===== src/core/idu_pkg.sv =====
package idu_pkg;

    // Datapath width and fixed calculation length
    localparam int IDU_W              = 32;
    localparam int IDU_CYCLES         = 8;
    localparam int IDU_BITS_PER_CYCLE = IDU_W / IDU_CYCLES;

    // Counter layout for the iteration stepper
    localparam int IDU_CNT_W = $clog2(IDU_CYCLES);
    localparam logic [IDU_CNT_W-1:0] IDU_CNT_FIRST = 3'h0;
    localparam logic [IDU_CNT_W-1:0] IDU_CNT_LAST  = 3'h7;

    // Reset values of the visible state
    localparam logic [IDU_W-1:0] IDU_RST_WORD  = 32'h00000000;
    localparam logic             IDU_RST_READY = 1'h1;
    localparam logic             IDU_RST_DIRTY = 1'h0;

    // Quotient pattern produced when the divisor is zero
    localparam logic [IDU_W-1:0] IDU_DIV0_QUOTIENT = 32'hFFFFFFFF;

    // Which divider location a port write targets
    typedef enum logic [2:0] {
        IDU_TGT_NONE,
        IDU_TGT_SIGNED_DIVIDEND,
        IDU_TGT_SIGNED_DIVISOR,
        IDU_TGT_UNSIGNED_DIVIDEND,
        IDU_TGT_UNSIGNED_DIVISOR,
        IDU_TGT_QUOTIENT,
        IDU_TGT_REMAINDER
    } idu_target_e;

    // One single-cycle write from the core's I/O port
    typedef struct packed {
        idu_target_e      target;
        logic [IDU_W-1:0] data;
    } idu_wr_s;

endpackage


===== src/core/idu_step.sv =====
// Combinational restoring-division slice: several quotient bits per call
module idu_step
    import idu_pkg::*;
#(
    parameter int W = IDU_W,
    parameter int S = IDU_BITS_PER_CYCLE
) (
    input  wire logic [W-1:0] rem_in,   // Partial remainder so far
    input  wire logic [W-1:0] quo_in,   // Dividend bits still to shift in, quotient bits out
    input  wire logic [W-1:0] div_in,   // Divisor magnitude
    output logic      [W-1:0] rem_out,  // Partial remainder after S bits
    output logic      [W-1:0] quo_out   // Shift register after S bits
);

    // Unrolled by the loop; S subtract stages sit in one clock period
    always_comb begin
        logic [W:0]   trial;
        logic [W-1:0] r;
        logic [W-1:0] q;
        trial = '0;
        r     = rem_in;
        q     = quo_in;
        for (int i = 0; i < S; i++) begin
            trial = {r, q[W-1]};
            q     = {q[W-2:0], 1'h0};
            // Subtract only when it fits, so the remainder never goes negative
            if (trial >= {1'h0, div_in}) begin
                trial = trial - {1'h0, div_in};
                q[0]  = 1'h1;
            end
            r = trial[W-1:0];
        end
        rem_out = r;
        quo_out = q;
    end

endmodule


===== src/core/idu_top.sv =====
module idu_top
    import idu_pkg::*;
#(
    parameter int W = IDU_W
) (
    input  wire logic         clk,          // System clock, 40 MHz
    input  wire logic         nrst,         // Synchronous reset, active low
    input  wire idu_wr_s      wr,           // Port write: target and data, one cycle
    input  wire logic         rd_quotient,  // Port read of the quotient, one cycle
    output logic      [W-1:0] quotient,     // Quotient register
    output logic      [W-1:0] remainder,    // Remainder register
    output logic      [W-1:0] dividend,     // Stored dividend operand
    output logic      [W-1:0] divisor,      // Stored divisor operand
    output logic              ready,        // Control/status ready bit
    output logic              dirty         // Control/status dirty bit
);

    // Magnitude of a value, taken as two's complement only when signed
    function automatic logic [W-1:0] idu_mag(input logic [W-1:0] v, input logic sg);
        return (sg && v[W-1]) ? (~v + W'(1'h1)) : v;
    endfunction

    // Apply a sign to a magnitude
    function automatic logic [W-1:0] idu_apply(input logic [W-1:0] v, input logic neg);
        return neg ? (~v + W'(1'h1)) : v;
    endfunction

    // Visible registers
    logic [W-1:0]         quotient_reg;   // Result: quotient
    logic [W-1:0]         remainder_reg;  // Result: remainder
    logic [W-1:0]         dividend_reg;   // Operand: dividend, kept between runs
    logic [W-1:0]         divisor_reg;    // Operand: divisor, kept between runs
    logic                 ready_reg;      // Results valid
    logic                 dirty_reg;      // State touched since last quotient read

    // Calculation state
    logic                 busy_reg;       // Iteration under way
    logic [IDU_CNT_W-1:0] cnt_reg;        // Iteration index, 0 to 7
    logic [W-1:0]         rem_work_reg;   // Partial remainder magnitude
    logic [W-1:0]         quo_work_reg;   // Dividend in, quotient out
    logic [W-1:0]         dmag_reg;       // Divisor magnitude
    logic                 neg_q_reg;      // Quotient must be negated
    logic                 neg_r_reg;      // Remainder must be negated
    logic                 zero_reg;       // Divisor was zero
    logic                 signed_reg;     // Signedness of the running calculation

    // Write decode
    wire wr_s_dvd    = (wr.target == IDU_TGT_SIGNED_DIVIDEND);
    wire wr_s_dvs    = (wr.target == IDU_TGT_SIGNED_DIVISOR);
    wire wr_u_dvd    = (wr.target == IDU_TGT_UNSIGNED_DIVIDEND);
    wire wr_u_dvs    = (wr.target == IDU_TGT_UNSIGNED_DIVISOR);
    wire wr_quo      = (wr.target == IDU_TGT_QUOTIENT);
    wire wr_rem      = (wr.target == IDU_TGT_REMAINDER);
    wire wr_dvd      = wr_s_dvd | wr_u_dvd;
    wire wr_dvs      = wr_s_dvs | wr_u_dvs;
    wire start       = wr_dvd | wr_dvs;
    wire start_sg    = wr_s_dvd | wr_s_dvs;
    wire res_write   = wr_quo | wr_rem;
    wire any_write   = start | res_write;

    // Operands as they stand after this cycle's write
    wire [W-1:0] dvd_next = wr_dvd ? wr.data : dividend_reg;
    wire [W-1:0] dvs_next = wr_dvs ? wr.data : divisor_reg;

    // Iteration slice and final sign fix-up
    logic [W-1:0] step_rem;
    logic [W-1:0] step_quo;
    wire          last_step = busy_reg && (cnt_reg == IDU_CNT_LAST);
    wire [W-1:0]  quo_final = zero_reg ? IDU_DIV0_QUOTIENT : idu_apply(step_quo, neg_q_reg);
    wire [W-1:0]  rem_final = zero_reg ? dividend_reg : idu_apply(step_rem, neg_r_reg);

    idu_step #(
        .W (W),
        .S (IDU_BITS_PER_CYCLE)
    ) i_idu_step (
        .rem_in  (rem_work_reg),
        .quo_in  (quo_work_reg),
        .div_in  (dmag_reg),
        .rem_out (step_rem),
        .quo_out (step_quo)
    );

    // Operand storage; only operand writes change it
    always_ff @(posedge clk) begin
        if (!nrst) begin
            dividend_reg <= IDU_RST_WORD;
            divisor_reg  <= IDU_RST_WORD;
        end else begin
            dividend_reg <= dvd_next;
            divisor_reg  <= dvs_next;
        end
    end

    // Sequencer: a start reloads everything, so a restart squashes the old run
    always_ff @(posedge clk) begin
        if (!nrst) begin
            busy_reg   <= 1'h0;
            cnt_reg    <= IDU_CNT_FIRST;
            signed_reg <= 1'h0;
        end else if (res_write) begin
            busy_reg   <= 1'h0;
            cnt_reg    <= IDU_CNT_FIRST;
        end else if (start) begin
            busy_reg   <= 1'h1;
            cnt_reg    <= IDU_CNT_FIRST;
            signed_reg <= start_sg;
        end else if (busy_reg) begin
            busy_reg   <= !last_step;
            cnt_reg    <= cnt_reg + IDU_CNT_W'(1);
        end
    end

    // Working registers: magnitudes and sign flags captured at the start
    always_ff @(posedge clk) begin
        if (!nrst) begin
            rem_work_reg <= IDU_RST_WORD;
            quo_work_reg <= IDU_RST_WORD;
            dmag_reg     <= IDU_RST_WORD;
            neg_q_reg    <= 1'h0;
            neg_r_reg    <= 1'h0;
            zero_reg     <= 1'h0;
        end else if (start) begin
            rem_work_reg <= IDU_RST_WORD;
            quo_work_reg <= idu_mag(dvd_next, start_sg);
            dmag_reg     <= idu_mag(dvs_next, start_sg);
            neg_q_reg    <= start_sg && (dvd_next[W-1] ^ dvs_next[W-1]);
            neg_r_reg    <= start_sg && dvd_next[W-1];
            zero_reg     <= (dvs_next == IDU_RST_WORD);
        end else if (busy_reg) begin
            rem_work_reg <= step_rem;
            quo_work_reg <= step_quo;
        end
    end

    // Results: written by the core, or by the last iteration
    // Nothing here holds the port off; reads see the registers directly
    always_ff @(posedge clk) begin
        if (!nrst) begin
            quotient_reg  <= IDU_RST_WORD;
            remainder_reg <= IDU_RST_WORD;
        end else if (res_write) begin
            if (wr_quo) begin
                quotient_reg  <= wr.data;
            end
            if (wr_rem) begin
                remainder_reg <= wr.data;
            end
        end else if (last_step && !start) begin
            quotient_reg  <= quo_final;
            remainder_reg <= rem_final;
        end
    end

    // Ready: low from the cycle after a start until the last iteration lands
    // A blind wait of nine port cycles relies on this same fixed length
    always_ff @(posedge clk) begin
        if (!nrst) begin
            ready_reg <= IDU_RST_READY;
        end else if (res_write) begin
            ready_reg <= 1'h1;
        end else if (start) begin
            ready_reg <= 1'h0;
        end else if (last_step) begin
            ready_reg <= 1'h1;
        end
    end

    // Dirty: a write in the same cycle as a quotient read wins, so no write is lost
    always_ff @(posedge clk) begin
        if (!nrst) begin
            dirty_reg <= IDU_RST_DIRTY;
        end else if (any_write) begin
            dirty_reg <= 1'h1;
        end else if (rd_quotient) begin
            dirty_reg <= 1'h0;
        end
    end

    assign quotient  = quotient_reg;
    assign remainder = remainder_reg;
    assign dividend  = dividend_reg;
    assign divisor   = divisor_reg;
    assign ready     = ready_reg;
    assign dirty     = dirty_reg;

    // Helper for assertions: snapshot of the write data one cycle back
    logic [W-1:0] wr_data_q;
    always_ff @(posedge clk) begin
        wr_data_q <= wr.data;
    end

    // Results land at the eighth edge after the start, so ready is seen in the ninth cycle
    a_ready_after_eight: assert property (@(posedge clk) disable iff (!nrst)
        start ##1 (!any_write)[*8] |=> ready)
        else $error("ready not high nine cycles after start");

    a_ready_low_busy: assert property (@(posedge clk) disable iff (!nrst)
        start ##1 (!any_write)[*7] |-> !ready)
        else $error("ready high before calculation finished");

    a_ready_rise_origin: assert property (@(posedge clk) disable iff (!nrst)
        $rose(ready) && !$past(res_write) |-> $past(start, 9))
        else $error("ready rose without a start nine cycles earlier");

    a_restart_squash: assert property (@(posedge clk) disable iff (!nrst)
        start |=> busy_reg && (cnt_reg == IDU_CNT_FIRST) && !ready)
        else $error("operand write did not restart the calculation");

    a_sign_alias: assert property (@(posedge clk) disable iff (!nrst)
        start |=> signed_reg == $past(start_sg))
        else $error("signedness does not follow the written alias");

    a_operand_keep: assert property (@(posedge clk) disable iff (!nrst)
        !wr_dvs |=> $stable(divisor))
        else $error("divisor changed without a divisor write");

    a_result_write: assert property (@(posedge clk) disable iff (!nrst)
        wr_quo |=> quotient == wr_data_q)
        else $error("written quotient not stored");

    a_result_cancel: assert property (@(posedge clk) disable iff (!nrst)
        wr_rem ##1 (!any_write)[*8] |-> remainder == $past(wr.data, 8) && ready)
        else $error("result write overwritten by cancelled calculation");

    a_dirty_set: assert property (@(posedge clk) disable iff (!nrst)
        any_write |=> dirty)
        else $error("dirty not set after a write");

    a_dirty_clear: assert property (@(posedge clk) disable iff (!nrst)
        rd_quotient && !any_write |=> !dirty)
        else $error("quotient read did not clear dirty");

    a_dirty_hold: assert property (@(posedge clk) disable iff (!nrst)
        !rd_quotient && !any_write |=> $stable(dirty))
        else $error("dirty changed with no write or quotient read");

    a_div_zero: assert property (@(posedge clk) disable iff (!nrst)
        (start && (dvs_next == IDU_RST_WORD)) ##1 (!any_write)[*8] |=> quotient == IDU_DIV0_QUOTIENT)
        else $error("divide by zero gave wrong quotient pattern");

    a_reset_state: assert property (@(posedge clk)
        !nrst |=> ready && !dirty && quotient == IDU_RST_WORD && dividend == IDU_RST_WORD)
        else $error("reset did not clear divider state");

    // The remainder of a zero divisor is the raw dividend that started the run
    a_zero_remainder: assert property (@(posedge clk) disable iff (!nrst)
        (start && (dvs_next == IDU_RST_WORD)) ##1 (!any_write)[*8] |=> remainder == $past(dvd_next, 9))
        else $error("divide by zero gave wrong remainder");

    // Ready is simply the inverse of the busy flag; a mismatch means a lost transition
    a_ready_busy_match: assert property (@(posedge clk) disable iff (!nrst)
        ready != busy_reg)
        else $error("ready and busy disagree");

    a_count_advance: assert property (@(posedge clk) disable iff (!nrst)
        busy_reg && !last_step && !any_write |=> busy_reg && !$stable(cnt_reg))
        else $error("iteration counter stalled");

    a_busy_done: assert property (@(posedge clk) disable iff (!nrst)
        last_step && !any_write |=> !busy_reg && ready)
        else $error("calculation did not finish after its last step");

    // Results move only by a core write or by a finishing run, never by a read
    a_result_hold: assert property (@(posedge clk) disable iff (!nrst)
        !res_write && !last_step |=> $stable(quotient) && $stable(remainder))
        else $error("results changed with no write or completion");

    a_dividend_store: assert property (@(posedge clk) disable iff (!nrst)
        wr_dvd |=> dividend == wr_data_q)
        else $error("written dividend not stored");

    a_divisor_store: assert property (@(posedge clk) disable iff (!nrst)
        wr_dvs |=> divisor == wr_data_q)
        else $error("written divisor not stored");

    a_dividend_keep: assert property (@(posedge clk) disable iff (!nrst)
        !wr_dvd |=> $stable(dividend))
        else $error("dividend changed without a dividend write");

    a_remainder_write: assert property (@(posedge clk) disable iff (!nrst)
        wr_rem |=> remainder == wr_data_q)
        else $error("written remainder not stored");

    a_cancel_idle: assert property (@(posedge clk) disable iff (!nrst)
        res_write |=> !busy_reg && ready)
        else $error("result write did not cancel the calculation");

endmodule


===== config.mk =====
export PLATFORM = sky130hd
export DESIGN_NAME = idu_top
export DESIGN_NICKNAME = d
export VERILOG_FILES = /design/src/core/idu_pkg.sv /design/src/core/idu_step.sv /design/src/core/idu_top.sv
export SDC_FILE = /design/constraint.sdc
export NUM_CORES = 1
export LEC_CHECK = 0
export ABC_CLOCK_PERIOD_IN_PS = 17300
export BUFFER_PORTS_ARGS = -buffer_cell sky130_fd_sc_hd__buf_4
export CAP_MARGIN = 10
export CELL_PAD_IN_SITES_DETAIL_PLACEMENT = 1
export CELL_PAD_IN_SITES_GLOBAL_PLACEMENT = 1
export CORE_MARGIN = 3
export CORE_UTILIZATION = 46
export CTS_CLUSTER_SIZE = 20
export DETAILED_ROUTE_END_ITERATION = 8
export GPL_ROUTABILITY_DRIVEN = 0
export PLACE_DENSITY = 0.78
export SYNTH_ARGS = -nofsm -noshare
export SYNTH_HDL_FRONTEND = slang
export SYNTH_SLANG_ARGS = --single-unit

===== constraint.sdc =====
create_clock -name clk -period 17.3 [get_ports clk]
set_input_delay 0.865 -clock clk [delete_from_list [all_inputs] [get_ports clk]]
set_output_delay 0.865 -clock clk [all_outputs]
set_load 0.02 [all_outputs]

==> flow_summary.json <==
{
  "die-area_um2": 48300,
  "crit_path_end_kind": "flip-flop",
  "antenna_found_initial": 5,
  "clkSlewWorstSetupHoldPaths_ns": 0.07,
  "finalSetupTns_ns": 0,
  "ctsHoldBuffers": 0,
  "synth.avg_cell_area_um2": 7.54,
  "dp_hpwl_mm": 77.2,
  "cts_tree": "yes",
  "post-route-util_pct": 52.9,
  "maxCapViolCount": 0,
  "final_layout_size_suffix_gt1_share_pct": 12.5,
  "route.detailed.drc": 0,
  "grt_usage_pct": 39.9,
  "hold_violations": 0,
  "wl_per_cell_um": 28.5,
  "cts_made_buffers": 28,
  "start_kind": "flip-flop",
  "worstPathRequired_ns": 17.82,
  "pre_cts_ws_ns": 2.49,
  "grt_pass1_vias": 23500,
  "finalCriticalPeriod_ns": 15.52,
  "cts_setup_buffers": 0,
  "synth.distinct_cells": 110,
  "fin_crit_sh_pct": 89.7,
  "path_class": "flip-flop to flip-flop",
  "cts-resized-gates": 0,
  "core_um2": 44700,
  "syn_to_final_growth_pct": 12.6,
  "hp-class": "flip-flop to flip-flop",
  "synthesis.nets": 2961,
  "synthTopCellsByCount": "nand2_1, nor2_1, a21oi_1",
  "fmax_mhz": 64.4,
  "first_pass_iters": 5,
  "netlist_instances": 2785,
  "rsz0062_at_grt": "false",
  "register_area_um2": 4670,
  "antenna_left": 0,
  "port_buffers": 167,
  "die_w_um": 220,
  "clock_path_buffers": 3,
  "worst_pin_slew_ns": 1.33,
  "whs_ns": 0.451,
  "ys_seq_area_share_pct": 22.2,
  "ys_top_cells_by_area": "dfxtp_1, ha_1, mux2i_1",
  "cp_top_family": "compound AO/OA/AOI/OAI gates",
  "yosysTopAreaCell": "dfxtp_1",
  "clk_latency_ns": 0.58,
  "final-max-slew-violation-count": 0,
  "synth.most_common_cell": "nand2_1",
  "path_max_fanout": 30,
  "arrival_ns": 16.04,
  "synth_area_um2": 21000,
  "fin_nets": 3036,
  "std_cell_rows": 77,
  "h-tree-depth": 1,
  "synth_edf_count": 0,
  "async_reset_ff_share_pct": 0,
  "critPathMostFrequentCell": "o21ai_0",
  "cpMaxStageDelayCell": "o21ai_0",
  "start_util_pct": 47.0,
  "grt_max_degree": 91,
  "multiInputGateArea_um2": 15400,
  "ys_ff_latch": 233,
  "via_per_inst": 6.65,
  "grt_pass1_wl_mm": 147,
  "cpPeakStageDelay_ns": 0.72,
  "status": "completed",
  "routed_wl_mm": 99.2,
  "boundaryPins": 168,
  "die_h_um": 220,
  "routed-via-count": 23100,
  "worst-path-buf-inv": 5,
  "clockRootBuffer": "clkbuf_16",
  "globalRoute.totalOverflow": 0,
  "setup_slack_ns": 1.78,
  "clock_sinks": 233,
  "ys.flop_type": "dfxtp_1",
  "synth.yosys.warnings": 0,
  "fillers": 5658,
  "maxSlewHeadroom_pct": 11.3,
  "setup_violations": 0,
  "synth_top_area_share_pct": 22.2,
  "drt_iter0_drc": 2074,
  "fin_worst_skew_ns": 0.0351
}
==> worst paths after layout <==
kind	start	to	slack [ns]	depth (start not counted)
worst max register to register	dmag_reg[1]	remainder[31]	1.78	51
worst max-delay path	dmag_reg[1]	remainder[31]	1.78	51
worst min register to register	dmag_reg[16]	dmag_reg[16]	0.45	2
worst min-delay path	dmag_reg[16]	dmag_reg[16]	0.45	2
==> cells in the final DEF (no fill, tap or decap), types with 47 or more instances in the layout <==
cell        n
mux2i_1   147
nand3_1    61
nand2_1   326
o22ai_1    49
dfxtp_1   232
xnor2_1   132
a21o_1     56
nor2_1    285
xor2_1     80
a21oi_1   245
nor3_1     58
ha_1      134
a211oi_1   47
o21ai_0   165
inv_1      95
buf_4     192
==> stage by stage <==
step / std cells / instance area, um2
2_1_floorplan: 2785 / 21000
3_3_place_gp: 3422 / 22600
3_5_place_dp: 3422 / 22600
4_1_cts: 3472 / 23600
5_1_grt: 3472 / 23600
6_report: 3475 / 23600
==> cell type report <==
type | instances | share of cell area, %
diodes | 3 | 0.0318
flip-flops and latches | 233 | 19.7
repair buffers | 192 | 6.10
clock buffers | 34 | 3.23
multi-input cells | 2307 | 65.2
inverters | 98 | 1.57
well taps | 592 | 3.13
clock inverters | 16 | 0.995
==> cell families after synthesis <==
kind of cell / after synthesis / synth area share [%]
buffers and inverters: 245 / 4.71
xor gates and xnor gates: 212 / 8.84
and+or+nand+nor: 939 / 21.0
AOI/OAI and AO/OA: 832 / 25.6
muxes: 185 / 9.23
adders and majority gates: 139 / 8.41
DFF: 233 / 22.2
==> layer usage <==
metal	global-route usage [%]	part of all wire, %	wire length [um]
met3	7.97	8.5	8430
met2	62.7	44	43500
met4	31.6	9.5	9400
met5	0	0.028	28
met1	47.5	38	37800
==> worst min-delay path: stages (launching register included) <==
cell,delay (ns)
dfxtp_1,0.31
nand2_1,0.05
a21oi_1,0.05
Power is not shown: default switching activity piles up to over one toggle a cycle in this logic, so the estimate is an artifact.
